### config.mk
export PLATFORM = sky130hd
export DESIGN_NAME = adc_seq_top
export DESIGN_NICKNAME = d
export VERILOG_FILES = /design/src/hw/adc_seq_pkg.sv /design/src/hw/pin_sync.sv /design/src/hw/chan_mem.sv /design/src/hw/adc_seq_top.sv
export VERILOG_INCLUDE_DIRS = /design/src /design/src/hw
export SDC_FILE = /design/constraint.sdc
export NUM_CORES = 1
export LEC_CHECK = 0
export ABC_AREA = 1
export BUFFER_PORTS_ARGS = -buffer_cell sky130_fd_sc_hd__buf_2
export CORE_UTILIZATION = 30
export DETAILED_ROUTE_END_ITERATION = 16
export PLACE_DENSITY = 0.49
export SLEW_MARGIN = 20
export SYNTH_ARGS = -nofsm -noshare
export SYNTH_HDL_FRONTEND = slang
export SYNTH_SLANG_ARGS = --single-unit
### constraint.sdc
create_clock -name sys_clk -period 3.2 [get_ports sys_clk]
set_input_delay 0.48 -clock sys_clk [delete_from_list [all_inputs] [get_ports sys_clk]]
set_output_delay 0.48 -clock sys_clk [all_outputs]
set_load 0.02 [all_outputs]
### src/hw/adc_seq_defines.svh
// Offsets, field positions, reset values and counts of the sequencer
`ifndef ADC_SEQ_DEFINES_SVH
`define ADC_SEQ_DEFINES_SVH
`define OFS_CTRL 8'h00
`define OFS_STATUS 8'h04
`define OFS_COMMON 8'h08
`define OFS_CHAN_BASE 8'h20
`define OFS_CHAN_LAST 8'h3C
`define CTRL_OPT_RST 2'h3
`define COMMON_RST 8'h00
`define ST_BUSY_POS 0
`define ST_STATE_POS 1
`define ST_RESULT_POS 8
`define ST_COUNT_POS 16
`define FETCH_PLUS 2'h1
`define FETCH_MINUS 2'h2
`define FETCH_END 2'h3
`define RD_LOAD 2'h1
`define RD_DONE 2'h2
`define PIN_RST 4'h8
`endif

### src/hw/adc_seq_pkg.sv
// Types shared by the serial conversion sequencer
package adc_seq_pkg;
  typedef enum logic [2:0] {
    ST_IDLE = 3'b000,
    ST_ADDR = 3'b001,
    ST_SETTLE = 3'b010,
    ST_CONV = 3'b011,
    ST_LSB = 3'b100,
    ST_LOW = 3'b101
  } seq_state_t;
  typedef enum logic [1:0] {
    OPT_ONE = 2'b00,
    OPT_TWO = 2'b01,
    OPT_FOUR = 2'b10,
    OPT_EIGHT = 2'b11
  } chan_opt_t;
  typedef struct packed {
    logic [7:0] address;
    logic read;
    logic write;
    logic [31:0] writedata;
    logic [3:0] byteenable;
  } av_req_t;
  typedef struct packed {
    logic sel_n;
    logic ser_clk;
    logic serial_in;
    logic lsb_order_enable;
  } link_in_t;
  typedef struct packed {
    logic serial_out;
    logic serial_out_oe_n;
    logic approx_busy_flag;
  } link_out_t;
endpackage

### src/hw/pin_sync.sv
// Two-stage synchroniser for asynchronous pin inputs
`timescale 1ns/10ps
module pin_sync #(
  parameter int WIDTH = 4,
  parameter logic [WIDTH-1:0] RST_VAL = '0
) (
  input wire logic sys_clk,
  input wire logic rst,
  input wire logic [WIDTH-1:0] pin,
  output logic [WIDTH-1:0] sync
);
  logic [WIDTH-1:0] meta;

  // First stage is read only by the second
  always_ff @(posedge sys_clk or posedge rst) begin
    if (rst) begin
      meta <= RST_VAL;
      sync <= RST_VAL;
    end else begin
      meta <= pin;
      sync <= meta;
    end
  end
endmodule

### src/hw/chan_mem.sv
// Channel sample memory with registered read ports
`timescale 1ns/10ps
module chan_mem #(
  parameter int DW = 8,
  parameter int AW = 3
) (
  input wire logic sys_clk,
  input wire logic we,
  input wire logic [AW-1:0] waddr,
  input wire logic [DW-1:0] wdata,
  input wire logic [AW-1:0] raddr_a,
  output logic [DW-1:0] rdata_a,
  input wire logic [AW-1:0] raddr_b,
  output logic [DW-1:0] rdata_b
);
  logic [DW-1:0] mem [0:(1<<AW)-1];

  // One write port, two registered read ports
  always_ff @(posedge sys_clk) begin
    if (we) begin
      mem[waddr] <= wdata;
    end
    rdata_a <= mem[raddr_a];
    rdata_b <= mem[raddr_b];
  end
endmodule

### src/hw/adc_seq_top.sv
// Serial conversion sequencer with an Avalon-MM register slave
//
// The Avalon-MM register port and the address map were chosen for this implementation.
`timescale 1ns/10ps
`include "adc_seq_defines.svh"
module adc_seq_top (
  input wire logic sys_clk,
  input wire logic rst,
  input wire adc_seq_pkg::av_req_t av_req,
  output logic [31:0] av_readdata,
  output logic av_waitrequest,
  input wire adc_seq_pkg::link_in_t link_in,
  output adc_seq_pkg::link_out_t link_out
);
  import adc_seq_pkg::*;

  link_in_t pins;
  logic clk_prev;
  seq_state_t state;
  chan_opt_t opt;
  logic [7:0] common_code;
  logic [7:0] plus_code;
  logic [7:0] diff;
  logic [7:0] approx_acc;
  logic [7:0] result;
  logic [7:0] out_sr;
  logic [7:0] conv_cnt;
  logic [7:0] mem_a;
  logic [7:0] mem_b;
  logic [3:0] addr_sr;
  logic [2:0] addr_cnt;
  logic [2:0] bit_idx;
  logic [2:0] lsb_cnt;
  logic [1:0] fetch_cnt;
  logic [1:0] rd_phase;
  logic busy;
  logic sdo;
  logic sdo_oe_n;
  logic [31:0] rd_mux;

  // Number of assignment bits for each channel option
  function automatic logic [2:0] addr_len(input chan_opt_t o);
    case (o)
      OPT_TWO: addr_len = 3'h2;
      OPT_FOUR: addr_len = 3'h3;
      OPT_EIGHT: addr_len = 3'h4;
      default: addr_len = 3'h0;
    endcase
  endfunction

  // Assignment word to {single-ended, positive channel}
  function automatic logic [3:0] chan_decode(input chan_opt_t o, input logic [3:0] a);
    case (o)
      OPT_TWO: chan_decode = {a[1], 2'h0, a[0]};
      OPT_FOUR: chan_decode = {a[2], 1'h0, a[0], a[1]};
      OPT_EIGHT: chan_decode = {a[3], a[1:0], a[2]};
      default: chan_decode = 4'h0;
    endcase
  endfunction

  // Pins cross into the system clock through two flops
  pin_sync #(
    .WIDTH(4),
    .RST_VAL(`PIN_RST)
  ) u_sync (
    .sys_clk(sys_clk),
    .rst(rst),
    .pin(link_in),
    .sync(pins)
  );

  // Serial clock edge detection on the synchronised level
  always_ff @(posedge sys_clk or posedge rst) begin
    if (rst) begin
      clk_prev <= 1'b0;
    end else begin
      clk_prev <= pins.ser_clk;
    end
  end

  // Link events
  wire sel_idle = pins.sel_n;
  wire rise = pins.ser_clk & ~clk_prev;
  wire fall = ~pins.ser_clk & clk_prev;
  wire [2:0] need = addr_len(opt);
  wire addr_last = (addr_cnt + 3'h1) == need;
  wire start_seen = (state == ST_IDLE) & rise & pins.serial_in;
  wire start_only = start_seen & (need == 3'h0);
  wire addr_done = start_only | ((state == ST_ADDR) & rise & addr_last);
  wire settle_fall = (state == ST_SETTLE) & fall;
  wire conv_fall = (state == ST_CONV) & fall;
  wire conv_end = conv_fall & (bit_idx == 3'h7);
  wire lsb_hold = (opt == OPT_EIGHT) & pins.lsb_order_enable;
  wire lsb_fall = (state == ST_LSB) & fall;
  wire lsb_end = lsb_fall & ((opt == OPT_ONE) | (lsb_cnt == 3'h7));
  wire lsb_step = lsb_fall & ~lsb_end & ~lsb_hold;
  wire out_next_bit = out_sr[1];

  // Channel selection from the captured word
  wire [3:0] dec = chan_decode(opt, addr_sr);
  wire single = dec[3];
  wire [2:0] plus_ch = dec[2:0];
  wire [2:0] minus_ch = plus_ch ^ 3'h1;
  wire [2:0] chan_b = (fetch_cnt >= `FETCH_MINUS) ? minus_ch : plus_ch;
  wire [7:0] fixed_minus = (opt == OPT_EIGHT) ? common_code : 8'h00;
  wire [7:0] minus_now = single ? fixed_minus : mem_b;
  wire [7:0] trial = approx_acc | (8'h80 >> bit_idx);
  wire decide = diff >= trial;
  wire [7:0] final_code = decide ? trial : approx_acc;

  // Bus decode
  wire is_ctrl = av_req.address == `OFS_CTRL;
  wire is_status = av_req.address == `OFS_STATUS;
  wire is_common = av_req.address == `OFS_COMMON;
  wire in_chan = (av_req.address >= `OFS_CHAN_BASE) & (av_req.address <= `OFS_CHAN_LAST);
  wire is_chan = in_chan & (av_req.address[1:0] == 2'h0);
  wire wr_lane0 = av_req.write & av_req.byteenable[0];
  wire [2:0] chan_idx = av_req.address[4:2];
  wire [31:0] status_word = (32'(busy) << `ST_BUSY_POS) | (32'(state) << `ST_STATE_POS)
    | (32'(result) << `ST_RESULT_POS) | (32'(conv_cnt) << `ST_COUNT_POS);

  chan_mem #(
    .DW(8),
    .AW(3)
  ) u_mem (
    .sys_clk(sys_clk),
    .we(wr_lane0 & is_chan),
    .waddr(chan_idx),
    .wdata(av_req.writedata[7:0]),
    .raddr_a(chan_idx),
    .rdata_a(mem_a),
    .raddr_b(chan_b),
    .rdata_b(mem_b)
  );

  // Sequence state and counters, held clear while select is high
  always_ff @(posedge sys_clk or posedge rst) begin
    if (rst) begin
      state <= ST_IDLE;
      addr_sr <= 4'h0;
      addr_cnt <= 3'h0;
      fetch_cnt <= 2'h0;
      bit_idx <= 3'h0;
      lsb_cnt <= 3'h0;
    end else if (sel_idle) begin
      state <= ST_IDLE;
      addr_sr <= 4'h0;
      addr_cnt <= 3'h0;
      fetch_cnt <= 2'h0;
      bit_idx <= 3'h0;
      lsb_cnt <= 3'h0;
    end else begin
      if (addr_done) begin
        state <= ST_SETTLE;
      end else if (start_seen) begin
        state <= ST_ADDR;
      end else if (settle_fall) begin
        state <= ST_CONV;
      end else if (conv_end) begin
        state <= ST_LSB;
      end else if (lsb_end) begin
        state <= ST_LOW;
      end
      if ((state == ST_ADDR) & rise) begin
        addr_sr <= {addr_sr[2:0], pins.serial_in};
        addr_cnt <= addr_cnt + 3'h1;
      end
      if ((state == ST_SETTLE) & (fetch_cnt != `FETCH_END)) begin
        fetch_cnt <= fetch_cnt + 2'h1;
      end
      if (conv_fall) begin
        bit_idx <= bit_idx + 3'h1;
      end
      if (lsb_step) begin
        lsb_cnt <= lsb_cnt + 3'h1;
      end
    end
  end

  // Sampling and approximation datapath
  always_ff @(posedge sys_clk or posedge rst) begin
    if (rst) begin
      plus_code <= 8'h00;
      diff <= 8'h00;
      approx_acc <= 8'h00;
      out_sr <= 8'h00;
    end else if (sel_idle) begin
      plus_code <= 8'h00;
      diff <= 8'h00;
      approx_acc <= 8'h00;
      out_sr <= 8'h00;
    end else begin
      if ((state == ST_SETTLE) & (fetch_cnt == `FETCH_PLUS)) begin
        plus_code <= mem_b;
      end
      if (settle_fall) begin
        diff <= (plus_code > minus_now) ? plus_code - minus_now : 8'h00;
      end
      if (conv_fall) begin
        approx_acc <= final_code;
      end
      if (conv_end) begin
        out_sr <= final_code;
      end else if (lsb_step) begin
        out_sr <= {1'b0, out_sr[7:1]};
      end
    end
  end

  // Software-visible result and conversion count survive select
  always_ff @(posedge sys_clk or posedge rst) begin
    if (rst) begin
      result <= 8'h00;
      conv_cnt <= 8'h00;
    end else if (conv_end & ~sel_idle) begin
      result <= final_code;
      conv_cnt <= conv_cnt + 8'h01;
    end
  end

  // Busy flag and serial output drive
  always_ff @(posedge sys_clk or posedge rst) begin
    if (rst) begin
      busy <= 1'b0;
      sdo <= 1'b0;
      sdo_oe_n <= 1'b1;
    end else if (sel_idle) begin
      busy <= 1'b0;
      sdo <= 1'b0;
      sdo_oe_n <= 1'b1;
    end else begin
      if (addr_done) begin
        busy <= 1'b1;
      end else if (rise & ((state == ST_LSB) | (state == ST_LOW))) begin
        busy <= 1'b0;
      end
      if (settle_fall) begin
        sdo_oe_n <= 1'b0;
        sdo <= 1'b0;
      end else if (conv_fall) begin
        sdo <= decide;
      end else if (lsb_step) begin
        sdo <= out_next_bit;
      end else if (lsb_end) begin
        sdo <= 1'b0;
      end
    end
  end

  assign link_out = '{serial_out: sdo, serial_out_oe_n: sdo_oe_n, approx_busy_flag: busy};

  // Read data selection
  always_comb begin
    if (is_ctrl) begin
      rd_mux = {30'h0, opt};
    end else if (is_status) begin
      rd_mux = status_word;
    end else if (is_common) begin
      rd_mux = {24'h0, common_code};
    end else if (is_chan) begin
      rd_mux = {24'h0, mem_a};
    end else begin
      rd_mux = 32'h0;
    end
  end

  // Reads wait two cycles for the registered memory port
  assign av_waitrequest = av_req.read & (rd_phase != `RD_DONE);

  always_ff @(posedge sys_clk or posedge rst) begin
    if (rst) begin
      rd_phase <= 2'h0;
      av_readdata <= 32'h0;
    end else begin
      if (av_req.read & (rd_phase != `RD_DONE)) begin
        rd_phase <= rd_phase + 2'h1;
      end else begin
        rd_phase <= 2'h0;
      end
      if (av_req.read & (rd_phase == `RD_LOAD)) begin
        av_readdata <= rd_mux;
      end
    end
  end

  // Control register writes
  always_ff @(posedge sys_clk or posedge rst) begin
    if (rst) begin
      opt <= chan_opt_t'(`CTRL_OPT_RST);
      common_code <= `COMMON_RST;
    end else if (wr_lane0) begin
      if (is_ctrl) begin
        opt <= chan_opt_t'(av_req.writedata[1:0]);
      end else if (is_common) begin
        common_code <= av_req.writedata[7:0];
      end
    end
  end
endmodule

==> summary by stage <==
Die
The core outline area is approximately 31000 sq um. The initial standard-cell utilization of the core is 0.308. The floorplan die height is approximately 180 um. The die covers 32500 sq um. The total I/O pin count is 88.

The die span in x is 180 um. In this run the core area contains 64 standard-cell rows.

Timing
The count of endpoints failing setup in the final report is 0. At the pin with the least slew margin, the transition time is 686 ps. The final clock skew is around 7.6 ps. The fraction of the cycle the final worst path needs is 0.907. Across all setup checks in the final design, the least slack found is 298 ps.

The highest attainable clock frequency is 0.345 GHz. The hold violation total from the final report came to 0. Subtracting the final worst setup slack from the clock period gives a little under 3000 ps. Setup repair after global routing could not meet its margin everywhere. The number of pins with negative max-slew slack in the final report came to 0. The worst-case headroom to the max-slew limit is 0.543. The final hold slack is 128 ps. The summed negative setup slack over all endpoints is 0 ps.

Synthesis
Synthesis handed over a netlist of 1105 instances. The number of synthesized register bits is between 150 and 200. The mean cell area of the mapped netlist is ~8.6 sq um.

The share of synthesized flip-flops with an asynchronous set or reset is 0.585. The count of yosys warnings during synthesis is 0. Counting flops with a built-in enable in the synthesized netlist gives 64.

In this run, distinct cell masters in the synthesized netlist total 43. The post-synth design cell area is roughly 9500 sq um. The share of the yosys chip area belonging to registers is 0.532. The most frequently used flop master after synthesis is sky130_fd_sc_hd__dfrtp_1.

Worst setup path
The worst setup path is captured at a flip-flop. The kind of start point of the critical path is a flip-flop. In this design, the stage delay of the slowest critical-path cell is 560 ps. Together, buffers and inverters on the worst path number 3. The signal arrival time at the worst endpoint is 3290 ps. The largest individual stage delay along the critical path comes from the cell sky130_fd_sc_hd__dfstp_2. The setup path with the least slack is of type flip-flop to flip-flop.

The maximum fanout along the worst path is 8. The cell type with the highest occurrence count on the critical path is sky130_fd_sc_hd__nand2_1. The critical path goes through inv_1, ha_1, inv_1, nand2_1, inv_1, o21ai_0, ha_1, fa_1, o21ai_0, nand2_1, nand3_1, nand3_2, nor2_1, nand2_1, nand2_1. The required time of the critical path is 3580 ps. In this design, the largest share of critical-path delay is due to adder cells.

Placement
The worst setup slack after placement is 199 ps. The detailed placement HPWL is 16.8 mm. The number of buffers inserted by port buffering is 52. The weighted congestion at the end of routability-driven global placement is between 0.8 and 0.9.

Clock network
The buffer depth of the longest clock path is 2. After clock tree synthesis, the clock-pin slew on the worst setup and hold paths is 80 ps. The clock root buffer master is sky130_fd_sc_hd__clkbuf_16. The TritonCTS buffer count is 17.

The source-to-sink clock delay at the later pin of the worst-skew pair is 440 ps. The H-tree was split into 4 levels. Post-CTS timing repair inserted 0 buffers for setup. TritonCTS built the clock tree. CTS saw 193 sinks.

Job
Max-cap violations in this run came to 0.

Power
The cell leakage power is 5.22 nW. The power density normalized to cell area is 473 nW/um^2. Across the VDD grid, the largest voltage drop is 363 uV.

Detailed routing
In the final routing, the length of wire on met1 measures 11.3 mm. In the final routed layout, each cell accounts on average for 14.8 um. Dividing the detail-routed via count by the number of cells gives 4.63.

The detailed router finished its first iteration with between 500 and 600 violations. The highest layer used for signal routing is met4. After detailed routing, the total wire length is ~23 mm. The number of routed nets with antenna violations is 0. The detailed-routed wire length on met3 is 727 um. In the routed design, unresolved DRC markers number 0. The total via count in the routed design is 7313.

The first TritonRoute pass finished after 5 iterations. The met2 wire length is 11.0 mm.

Global routing
The global routing usage summed across all routing layers is 0.152. The pin count of the biggest net entering global routing is 114. The first global-routing pass estimated roughly 40 mm of wire. The initial antenna violation count came to 0.

The total congestion overflow is 0. The number of global-route vias before repair is ~7200.

Layout
0 antenna diodes ended up in the layout. The fraction of layout cells with a size suffix above 1 is 0.114. At the end of the flow, the number of nets in the layout was 1261.

Leaving out fill and tap cells, the most frequent cell in the layout is sky130_fd_sc_hd__nand2_1. Leaving out fill and tap cells, the most frequent cells in the layout are sky130_fd_sc_hd__nand2_1, sky130_fd_sc_hd__inv_1, sky130_fd_sc_hd__nand3_1. The area added between synthesis and finish is 14.1%.

Min path
The type of the tightest min-delay check is primary input to flip-flop.

Run status
The run finished with clean final reports.
state kept, by name (all words and copies together) (netlist names), 7 cells and up:
name,count
u_mem.rdata_a,8
u_mem.rdata_b,8
result,8
av_readdata,24
plus_code,8
conv_cnt,8
u_mem.mem,64
out_sr,7
approx_acc,8
common_code,8
diff,8
power breakdown:
group | internal, mW | switching [mW]
Combinational | 0.133 | 0.308
Clock | 1.02 | 1.03
Sequential | 2.61 | 0.0376
Total | 3.77 | 1.38
per-stage QoR:
step	std cells	power, mW	area, sq um	util
2_1_floorplan	1112	3.00	9560	-
3_3_place_gp	1549	3.14	10300	0.334
3_5_place_dp	1549	3.15	10300	0.334
4_1_cts	1581	5.21	10900	0.352
5_1_grt	1581	5.37	10900	0.352
6_report	1581	5.14	10900	0.352
area by class of cell:
type,instances,area (sq um)
Inverter,168,634
Sequential cell,193,5080
Timing Repair Buffer,81,490
Clock buffer,17,425
Tap cell,396,495
Fill cell,3255,20000
Multi-Input combinational cell,711,3630
Clock inverter,15,124
cells in the mapped netlist (all sizes together) (2+ instances only):
library cell  number  area, sq um
a41oi              2         17.5
nand3            118          603
xnor2              4         35.0
nor3              28          173
nor2              64          263
clkinv             3         11.3
clkbuf            12         45.0
or2                2         12.5
a21oi             42          210
dfxtp             16          320
nand3b             3         22.5
nand2            266         1000
a21o               2         15.0
dfrtp            108         2700
o22ai             21          131
nand4              6         37.5
edfxtp            64         1920
inv              165          619
o21ai             86          430
xor2               9         78.8
dfstp              5          131
a31oi              6         37.5
ha                36          450
buf               28          183
timing repair:
action | 4_1_cts | 5_1_grt
setup endpoints to repair | 0 | 8
hold buffers | 0 | 0
resized for setup | 0 | 5
routing by layer:
metal	vias to the layer above	track usage
li1	3737	-
met5	-	0
met4	0	0.0496
met1	3400	0.201
met2	152	0.253
met3	24	0.0245
kinds of logic (layout without fill, tap and decap cells):
| family | after synthesis | after routing | synth area share |
|---|---|---|---|
| and+or+nand+nor | 488 | 488 | 0.222 |
| buffers and inverters | 208 | 281 | 0.0900 |
| DFF | 193 | 193 | 0.532 |
| AOI/OAI and AO/OA | 165 | 165 | 0.0934 |
| adders and majority gates | 37 | 37 | 0.0493 |
| xor gates and xnor gates | 13 | 13 | 0.0119 |
| other | 1 | 8 | 0.000393 |
final timing paths:
kind	start	endpoint	slack, ps	cells after the start
hold reg to reg	u_sync.meta[1]	u_sync.sync[1]	350	0
setup / recovery	opt[0]	diff[6]	300	15
max in group asynchronous	rst	bit_idx[0]	2470	3
hold / removal	link_in[3]	u_sync.meta[3]	130	1
setup reg to reg	opt[0]	diff[6]	300	15
min in group asynchronous	rst	av_readdata[19]	160	3
worst register-to-register path, cell delays in order, from the launching register on:
cell and delay [ps]:
sky130_fd_sc_hd__dfstp_2 560, sky130_fd_sc_hd__inv_1 90, sky130_fd_sc_hd__ha_1 320, sky130_fd_sc_hd__inv_1 130
sky130_fd_sc_hd__nand2_1 80, sky130_fd_sc_hd__inv_1 120, sky130_fd_sc_hd__o21ai_0 120, sky130_fd_sc_hd__ha_1 220
sky130_fd_sc_hd__fa_1 420, sky130_fd_sc_hd__o21ai_0 250, sky130_fd_sc_hd__nand2_1 80, sky130_fd_sc_hd__nand3_1 90
sky130_fd_sc_hd__nand3_2 140, sky130_fd_sc_hd__nor2_1 130, sky130_fd_sc_hd__nand2_1 60, sky130_fd_sc_hd__nand2_1 50
Note: power is estimated with default switching activity, not from simulation.
